## config.mk

```make
export PLATFORM = sky130hd
export DESIGN_NAME = cmc_mode_ctrl
export DESIGN_NICKNAME = d
export VERILOG_FILES = /design/src/cmc_pkg.sv /design/src/cmc_mode_ctrl.sv
export SDC_FILE = /design/constraint.sdc
export NUM_CORES = 1
export LEC_CHECK = 0
export BUFFER_PORTS_ARGS = -buffer_cell sky130_fd_sc_hd__clkbuf_2
export CAP_MARGIN = 20
export CORE_MARGIN = 1.5
export CORE_UTILIZATION = 57
export CTS_BUF_LIST = sky130_fd_sc_hd__clkbuf_4
export DETAILED_ROUTE_END_ITERATION = 7
export PLACE_DENSITY_LB_ADDON = 0.08
export SYNTH_ARGS = -nofsm -noshare
export SYNTH_HDL_FRONTEND = slang
export SYNTH_SLANG_ARGS = --single-unit
```

## constraint.sdc

```tcl
create_clock -name clk -period 3.75 [get_ports clk]
set_clock_uncertainty 0.15 [all_clocks]
set_input_delay 0.5625 -clock clk [delete_from_list [all_inputs] [get_ports clk]]
set_output_delay 0.5625 -clock clk [all_outputs]
set_load 0.005 [all_outputs]
```

## src/cmc_pkg.sv

```systemverilog
// Constants and types for the charger operating-mode controller.
// Assumes a 50 MHz system clock; all analog thresholds arrive as comparators.
package cmc_pkg;
   // Clock rate and wake press time
   localparam int unsigned CLK_HZ        = 50000000;
   localparam int unsigned WAKE_PRESS_MS = 50;
   localparam int unsigned WAKE_CYCLES   = WAKE_PRESS_MS * (CLK_HZ / 1000);
   localparam int unsigned WAKE_CNT_W    = 22;
   // Input synchroniser depth
   localparam int unsigned SYNC_STAGES   = 3;
   // Operating modes, Gray coded along the usual path
   typedef enum logic [2:0] {
      CMC_PROBE   = 3'b000,
      CMC_SHIP    = 3'b001,
      CMC_WAKE    = 3'b011,
      CMC_ACTIVE  = 3'b010,
      CMC_LOWPWR  = 3'b110,
      CMC_CHARGER = 3'b111
   } cmc_mode_t;
endpackage

```

## src/cmc_mode_ctrl.sv

```systemverilog
// Operating-mode controller: ship, low power, active battery, charger.
// Assumes comparator and pin inputs are asynchronous levels; host-side
// request and busy inputs come from logic on clk.
// Wake time counts clk cycles, so the clock must run while waking.
`timescale 1ns/10ps

// Operation
// - Ship latches off until input or press
// - Ship entry ignores charge enable level
// - Battery attach without input or press enters ship
// - Ship request deferred while input valid
// - Ship request deferred while button low
// - Press wakes from ship only above highest undervoltage
// - Clearing request with input cancels entry
// - Watchdog expiry keeps request, entry completes
// - In ship only input comparator, button, max undervoltage
// - Low power needs pin, input, button, idle
// - Low power: rail on, I2C, converter off
// - Leave low power on pin or input
// - Overvoltage input with pin low: active
// - Button low with pin low: active
// - Discharge switch on without input, battery ok
// - Overcurrent turns discharge switch off
// - Battery undervoltage turns switch off
// - Input valid: charger mode, converter running
// - Input attach: rail, path, charge rules
// - Battery attach probes button, wake timer
// - Interrupt, I2C, converter, charge gating
module cmc_mode_ctrl
   import cmc_pkg::*;
#(
   parameter int unsigned WAKE_TIME = WAKE_CYCLES
) (
   // Clock and reset
   input  wire logic clk,
   input  wire logic rst_b,
   // Comparators and pins (asynchronous)
   input  wire logic inputAboveUvlo,
   input  wire logic inputAboveOvp,
   input  wire logic inputAboveBatPlusSleep,
   input  wire logic inputAboveDynamicPower,
   input  wire logic batteryAboveUvlo,
   input  wire logic batteryAboveMaxUvlo,
   input  wire logic batteryOvercurrent,
   input  wire logic wake_button_n,
   input  wire logic low_power_select_n,
   input  wire logic chargeEnable_b,
   // Host side (same clock)
   input  wire logic ship_mode_request,
   input  wire logic hostBusy,
   input  wire logic thermEnableBattery,
   // Mode and rail controls
   output logic [2:0] mode,
   output logic       alwaysOnRailEn,
   output logic       systemRailFromInput,
   output logic       batteryDischargeEn,
   output logic       chargeEn,
   output logic       converterEn,
   output logic       i2cEn,
   output logic       interruptEn,
   output logic       thermSenseEn,
   output logic       oscillatorEn,
   output logic       shipPending
);

   // Three-stage synchronisers; change accepted when stages 2 and 3 agree
   localparam int unsigned NIN = 10;
   logic [NIN-1:0] rawIn;
   logic [NIN-1:0] syncA, syncB, syncC, filt, next_filt;
   assign rawIn = {chargeEnable_b, low_power_select_n, wake_button_n,
                   batteryOvercurrent, batteryAboveMaxUvlo,
                   batteryAboveUvlo, inputAboveDynamicPower,
                   inputAboveBatPlusSleep, inputAboveOvp, inputAboveUvlo};

   // Hold the last agreed value while the late stages disagree
   always_comb begin
      for (int i = 0; i < NIN; i++) begin
         next_filt[i] = (syncB[i] == syncC[i]) ? syncC[i] : filt[i];
      end
   end

   // Reset defaults: button and pin idle high, comparators low
   // A low start value would look like a press right after reset
   always_ff @(posedge clk or negedge rst_b) begin
      if (!rst_b) begin
         syncA <= 10'h180;
         syncB <= 10'h180;
         syncC <= 10'h180;
         filt  <= 10'h180;
      end else begin
         syncA <= rawIn;
         syncB <= syncA;
         syncC <= syncB;
         filt  <= next_filt;
      end
   end

   // Filtered levels, named by function
   logic inUv, inOvp, inSlp, inDpm, batUv, batMax, batOc, btnN, lpN;
   assign inUv   = filt[0];
   assign inOvp  = filt[1];
   assign inSlp  = filt[2];
   assign inDpm  = filt[3];
   assign batUv  = filt[4];
   assign batMax = filt[5];
   assign batOc  = filt[6];
   assign btnN   = filt[7];
   assign lpN    = filt[8];

   // Supply above its limit with select low is used as battery mode;
   // it is above the undervoltage level too, so must not win priority
   logic      inCharge;
   cmc_mode_t inputMode;
   assign inCharge  = inUv && !(inOvp && !lpN);
   assign inputMode = inCharge ? CMC_CHARGER : CMC_ACTIVE;

   // Mode state, ship request latch, wake timer, overcurrent latch
   cmc_mode_t             state, next_state;
   logic                  pend, next_pend;
   logic                  reqPrev, next_reqPrev;
   logic                  ocLatch, next_ocLatch;
   logic [WAKE_CNT_W-1:0] wakeCnt, next_wakeCnt;
   logic                  held, next_held;
   logic                  wakeDone;

   // Limitation: WAKE_TIME must fit WAKE_CNT_W bits; the counter
   // stops at its last value so a long hold cannot wrap
   assign wakeDone = (wakeCnt >= WAKE_CNT_W'(WAKE_TIME - 1));

   always_comb begin
      next_state   = state;
      next_pend    = pend;
      next_reqPrev = ship_mode_request;
      next_ocLatch = ocLatch;
      next_wakeCnt = wakeCnt;
      next_held    = held;
      // Rising edge of request arms entry; clear while input valid cancels it
      if (ship_mode_request && !reqPrev) begin
         next_pend = 1'b1;
      end else if (!ship_mode_request && inUv) begin
         next_pend = 1'b0;
      end

      // Watchdog expiry has no path here: request stays set
      // Overcurrent latches the switch off until input is valid or ship mode is reached
      if (batOc) begin
         next_ocLatch = 1'b1;
      end else if (inUv || state == CMC_SHIP) begin
         next_ocLatch = 1'b0;
      end
      unique case (state)
         // Always-on rail up only to look at the button
         CMC_PROBE: begin
            if (inUv) begin
               next_state = inputMode;
            end else if (btnN) begin
               next_state = CMC_SHIP;
            end else begin
               next_state   = CMC_WAKE;
               next_wakeCnt = '0;
               next_held    = 1'b0;
            end
         end

         // Latched off; only input comparator, button and max undervoltage watched
         CMC_SHIP: begin
            next_pend = 1'b0;
            if (inUv) begin
               next_state = inputMode;
            end else if (!btnN && batMax) begin
               next_state   = CMC_WAKE;
               next_wakeCnt = '0;
               next_held    = 1'b0;
            end
         end

         // Press must last the wake time and then release, from probe or ship
         // Count while held; mark held once the time is reached
         CMC_WAKE: begin
            if (inUv) begin
               next_state = inputMode;
            end else if (!btnN) begin
               if (!wakeDone) begin
                  next_wakeCnt = wakeCnt + 1'b1;
               end else begin
                  next_held = 1'b1;
               end
            end else if (held || wakeDone) begin
               next_state = CMC_ACTIVE;
            end else begin
               next_state = CMC_SHIP;                    // Short press
            end
         end

         // Battery powered with clocks and bus running
         CMC_ACTIVE: begin
            if (inUv) begin
               next_state = inputMode;
            end else if (pend && btnN) begin
               next_state = CMC_SHIP;
            end else if (!lpN && btnN && !inOvp && !hostBusy) begin
               next_state = CMC_LOWPWR;
            end
         end

         // Quiet state; pin, button or overvoltage returns to active, valid input to charger
         CMC_LOWPWR: begin
            if (inUv) begin
               next_state = inputMode;
            end else if (pend && btnN) begin
               next_state = CMC_SHIP;
            end else if (lpN || !btnN || inOvp) begin
               next_state = CMC_ACTIVE;
            end
         end

         // Input valid; leaves when it goes or turns unusable
         CMC_CHARGER: begin
            if (!inUv) begin
               if (pend && btnN) begin
                  next_state = CMC_SHIP;
               end else begin
                  next_state = CMC_ACTIVE;
               end
            end else if (!inCharge) begin
               next_state = CMC_ACTIVE;
            end
         end
         // Unused codes fall back to the probe state
         default: next_state = CMC_PROBE;
      endcase
   end

   // State registers only; next values come from the process above
   always_ff @(posedge clk or negedge rst_b) begin
      if (!rst_b) begin
         state   <= CMC_PROBE;
         pend    <= 1'b0;
         reqPrev <= 1'b0;
         ocLatch <= 1'b0;
         wakeCnt <= '0;
         held    <= 1'b0;
      end else begin
         state   <= next_state;
         pend    <= next_pend;
         reqPrev <= next_reqPrev;
         ocLatch <= next_ocLatch;
         wakeCnt <= next_wakeCnt;
         held    <= next_held;
      end
   end

   // Output decode, registered so outputs never glitch
   logic inCharger, onBattery, next_rail, next_sys, next_dis, next_chg;
   logic next_conv, next_com, next_therm, next_osc;
   assign inCharger = (state == CMC_CHARGER);
   assign onBattery = (state == CMC_ACTIVE) || (state == CMC_LOWPWR);

   always_comb begin
      // Ship mode leaves everything off
      next_rail  = (state != CMC_SHIP);
      next_sys   = inCharger && inSlp && !inOvp;
      // Switch stays off while the input feeds the system rail
      next_dis   = (inCharger || onBattery) && batUv
                   && !ocLatch && !(inCharger && next_sys);
      // Charge enable only counts in charger mode
      next_chg   = inCharger && !filt[9] && inDpm;
      next_conv  = inCharger || (state == CMC_ACTIVE);
      next_com   = next_conv;
      // Thermistor in battery mode only when the host asks
      next_therm = inCharger ||
                   ((state == CMC_ACTIVE) && thermEnableBattery);
      next_osc   = next_conv || (state == CMC_WAKE);
   end

   // Outputs only register the decode above
   always_ff @(posedge clk or negedge rst_b) begin
      if (!rst_b) begin
         mode                <= 3'h0;
         alwaysOnRailEn      <= 1'b0;
         systemRailFromInput <= 1'b0;
         batteryDischargeEn  <= 1'b0;
         chargeEn            <= 1'b0;
         converterEn         <= 1'b0;
         i2cEn               <= 1'b0;
         interruptEn         <= 1'b0;
         thermSenseEn        <= 1'b0;
         oscillatorEn        <= 1'b0;
         shipPending         <= 1'b0;
      end else begin
         mode                <= state;
         alwaysOnRailEn      <= next_rail;
         systemRailFromInput <= next_sys;
         batteryDischargeEn  <= next_dis;
         chargeEn            <= next_chg;
         converterEn         <= next_conv;
         i2cEn               <= next_com;
         interruptEn         <= next_com;
         thermSenseEn        <= next_therm;
         oscillatorEn        <= next_osc;
         shipPending         <= pend;
      end
   end

endmodule

```

# Word level (Yosys, flattened, before mapping)
# Index checks and enable logic that the tools add are counted.
# word_totals
regBits,80
latch_bits,0
ram_bits,0
romBits,0
input_bits,15
output_inout_bits,13
wordCells,142
n_memories,0
# op_classes
n_addsub,1
multipliers,0
div,0
order_cmp,1
n_eq_ne,29
n_shift,0
n_mux,39
n_bitwise,0
reduce_logical,44
# ops
operator,count
$mux 22,7
$pmux 22 s3,1
$mux 3,14
$add 22x1->22 const B,1
$ge 22x22->1 const B,1
$logic_and 1x1->1,18
$pmux 3 s6,1
$reduce_and 8->1,2
$ne 2x2->1 const B,7
$mux 1,12
$eq 1x1->1,10
$logic_not 1->1,10
$logic_or 1x1->1,9
$ne 4x4->1 const B,2
$eq 3x2->1 const B,2
$eq 3x3->1 const B,2
$mux 2,3
$ne 3x3->1 const B,2
$reduce_bool 3->1,2
$reduce_and 5->1,1
$eq 3x1->1 const B,1
$logic_not 3->1,1
$ne 3x1->1 const B,1
$ne 3x2->1 const B,1
3 further kinds,3

# Depth between registers and ports, before layout
# depth
ltp_word,8
depth_mapped,9
depth_no_buf,6

# Least setup slack after synthesis
# Ideal clock, no wire load.
# synth_path
path_type,register -> register
from,register wakeCnt[0]
to,register wakeCnt[10]
setup_ns,0.140
arrival_time_ns,2.191
required_time_ns,3.460
setup_slack_ns,1.269
stages_incl_launch_ff,10
path_buffers,3
synth_period_minus_slack_ns,2.481
cell_sequence,dfrtp_1 ha_1 and4_1 clkbuf_1 nor4_1 o21ai_1 buf_4 buf_2 o311ai_0 o41ai_1
# synth_between
elab_chain_cells,5
elab_cells_between_ends,8
cone_classes,1 x add/sub; 1 x order compare; 1 x eq/ne; 4 x mux; 1 x reduce/logical
# synth_rtl
element,line_no,rtl
start: declaration,cmc_mode_ctrl.sv:122,"logic [WAKE_CNT_W-1:0] wakeCnt, next_wakeCnt;"
start signal: assignment,cmc_mode_ctrl.sv:248,wakeCnt <= next_wakeCnt;
$add 22x1->22,cmc_mode_ctrl.sv:184,next_wakeCnt = wakeCnt + 1'b1;
$mux 22,cmc_mode_ctrl.sv:183,if (!wakeDone) begin
$mux 22,cmc_mode_ctrl.sv:182,end else if (!btnN) begin
$mux 22,cmc_mode_ctrl.sv:180,if (inUv) begin
$pmux 22 s3,cmc_mode_ctrl.sv:151,unique case (state)
# Parallel ways exist; a longest one is shown, timed or not. The select of a mux whose other input is x is not followed.
# A chain may end at the register's enable or synchronous reset.

# Final worst setup path
# layout_path
from,register wakeCnt[0]
to,register wakeCnt[19]
# The elaborated chain is that of the path after synthesis.

==> flow_summary.json <==
{
  "overflow": 0,
  "antenna_found_initial": 0,
  "cts_buffers": 9,
  "setup.worst_path.start_class": "flip-flop",
  "fin_setup_tns_ps": 0,
  "drt_iter0_drc": 205,
  "fin_crit_sh_pct": 76.7,
  "synth_area_per_cell_um2": 11.6,
  "post_drt_via_cell_ratio": 6.02,
  "powerDensity_nw_per_um2": 546,
  "ys_types": 52,
  "fin_area_um2": 3610,
  "cts-root-buf": "clkbuf_4",
  "dieArea_um2": 6300,
  "ctsResizeCount": 0,
  "hp-class": "in2reg",
  "worstSetupEndpointType": "flip-flop",
  "peakVddDrop_mv": 0.353,
  "grt_pass1_vias": 2182,
  "clockBufferDepth": 2,
  "wl_per_cell_um": 15.5,
  "power.leakage_nw": 1.54,
  "ys_ff_latch": 80,
  "die_x_um": 79.4,
  "clock.fmax_mhz": 348,
  "dpl_cell_area_um2": 3470,
  "cp.arrival_ps": 3070,
  "rsz0062_at_grt": "no",
  "synth_warnings": 0,
  "synth_area_leaders": "dfrtp_1 (54%), dfstp_2 (6.3%), nand2_1 (3.6%), maj3_1 (3.0%), o211ai_1 (2.3%)",
  "max_slew_margin_pct": 37.7,
  "place_inst": 369,
  "postCtsHoldBufs": 0,
  "ant_nets": 0,
  "totalWireLength_mm": 5.96,
  "finalCriticalPeriod_ps": 2880,
  "hold_viol": 0,
  "setup_violations": 0,
  "holdWs_ps": 61.9,
  "r2r_start": "wakeCnt[0]",
  "max_cap_viol_count": 0,
  "syn_area_um2": 3320,
  "final_util_pct": 64.7,
  "instances_no_fill": 385,
  "tightest_slew_ps": 934,
  "grt_use_total_pct": 21.7,
  "required_ps": 3950,
  "drv_slew": 0,
  "nets": 324,
  "antennaDiodeCount": 0,
  "synth-edff-count": 0,
  "cts_setup_buffers": 0,
  "portBuffers": 27,
  "crit_type": "reg2reg",
  "fp.coreArea_um2": 5570,
  "grt_start_max_net_pins": 81,
  "drcViolationCount": 0,
  "mostFrequentLayoutCells": "dfrtp_1 (72), nand2_1 (32), clkbuf_2 (26)",
  "synthArstFlopShare_pct": 100,
  "clock-sinks": 80,
  "yosysTopAreaCell": "dfrtp_1",
  "hpwl_mm": 4.05,
  "place.gp.congestion": 0.862,
  "synth_cells": 287,
  "grt_pass1_wl_mm": 10.4,
  "synth_top_area_share_pct": 54.2,
  "syn_to_final_growth_pct": 8.54,
  "htree_levels": 3,
  "synthesis.nets": 303,
  "mostFrequentLayoutCell": "dfrtp_1",
  "status": "finished, final reports clean",
  "dieHeight_um": 79.4,
  "clk_latency_ps": 410,
  "detail_route.first_pass.iterations": 4,
  "holdCritStartpoint": "wake_button_n",
  "ys_seq_area_share_pct": 60.5,
  "synth-main-ff-cell": "dfrtp_1",
  "crit_start": "wakeCnt[0]",
  "initial_core_util_pct": 59.6,
  "cts.clk_slew.worst_paths_ps": 120,
  "layout-drive-gt1-share_pct": 19.5,
  "vias": 2318,
  "cts_tree": "built",
  "rows": 27,
  "crit_fanout": 13,
  "pin_count": 28
}
## registers in the layout, summed over array words and instances, names as in the netlist
register             flops
oscillatorEn             1
ocLatch                  1
syncB                   10
syncA                   10
state                    3
interruptEn              1
syncC                   10
batteryDischargeEn       1
shipPending              1
mode                     3
thermSenseEn             1
pend                     1
alwaysOnRailEn           1
reqPrev                  1
systemRailFromInput      1
wakeCnt                 22
filt                    10
held                     1
chargeEn                 1
## per-layer routing
layer | global-route usage (%) | up-vias | routed length (um)
met1 | 31.7 | 1141 | 3000
li1 | - | 1120 | -
met3 | 4.46 | 6 | 252
met5 | 0 | - | 0
met4 | 10.2 | 0 | 84
met2 | 31.2 | 51 | 2620
## synth_stat cells (4+ instances only)
| cell | instances |
|---|---|
| o41ai_1 | 5 |
| clkbuf_1 | 13 |
| nand2_1 | 32 |
| nor3b_1 | 4 |
| inv_1 | 4 |
| o311ai_0 | 7 |
| o211ai_1 | 10 |
| maj3_1 | 10 |
| nand4_1 | 9 |
| nand2b_1 | 4 |
| nand3_1 | 10 |
| or3_1 | 4 |
| nor2_1 | 12 |
| nor3_1 | 7 |
| o21ai_0 | 4 |
| a21oi_1 | 8 |
| nor4_1 | 6 |
| dfstp_2 | 8 |
| a22oi_1 | 5 |
| dfrtp_1 | 72 |
## per-stage QoR
stage / worst slack, ps / power [W]
after floorplan: 1270 / 0.00135
after global placement: 1010 / 0.00148
after detailed placement: 953 / 0.00149
after CTS: 900 / 0.00199
after global routing: 667 / 0.00209
final: 872 / 0.00197
## power breakdown
group          internal (W)  switching, W  leakage [nW]
clock              0.000204      0.000287        0.0758
combinational      0.000166      0.000229         0.484
sequential         0.000978      0.000105         0.984
## kinds of logic after synthesis
group | count (synthesis) | synth area share (%)
AO/OA/AOI/OAI | 64 | 14.8
flip-flops | 80 | 60.5
adder cells (fa/ha/maj) | 11 | 3.39
buffers and inverters | 22 | 3.09
AND/OR/NAND/NOR | 106 | 17.0
multiplexers | 4 | 1.24
## area by class of cell
class                      instances  area, um2
sequential                        80       2010
fill                             437       1970
multi-input combinational        185       1210
timing repair buffer              28        145
tap                               72       90.1
clock inverter                     7       68.8
clock buffer                       9       67.6
inverter                           4       15.0
## path summary, 6_finish.rpt
path	end	slack, ps	cells past startpoint
min	syncA[7]	60	1
min reg2reg	syncB[0]	210	0
max	wakeCnt[19]	870	7
max reg2reg	wakeCnt[19]	870	7
min in group asynchronous	syncB[3]	130	1
max in group asynchronous	wakeCnt[7]	2710	1
## critical path, stage by stage, from the launching register on
cell,delay [ps]
dfrtp_1,420
ha_1,250
and4_1,270
nor4_1,450
o21ai_1,330
buf_4,270
or4b_1,510
a21oi_1,150
Note: power is estimated with default switching activity, not from simulation.
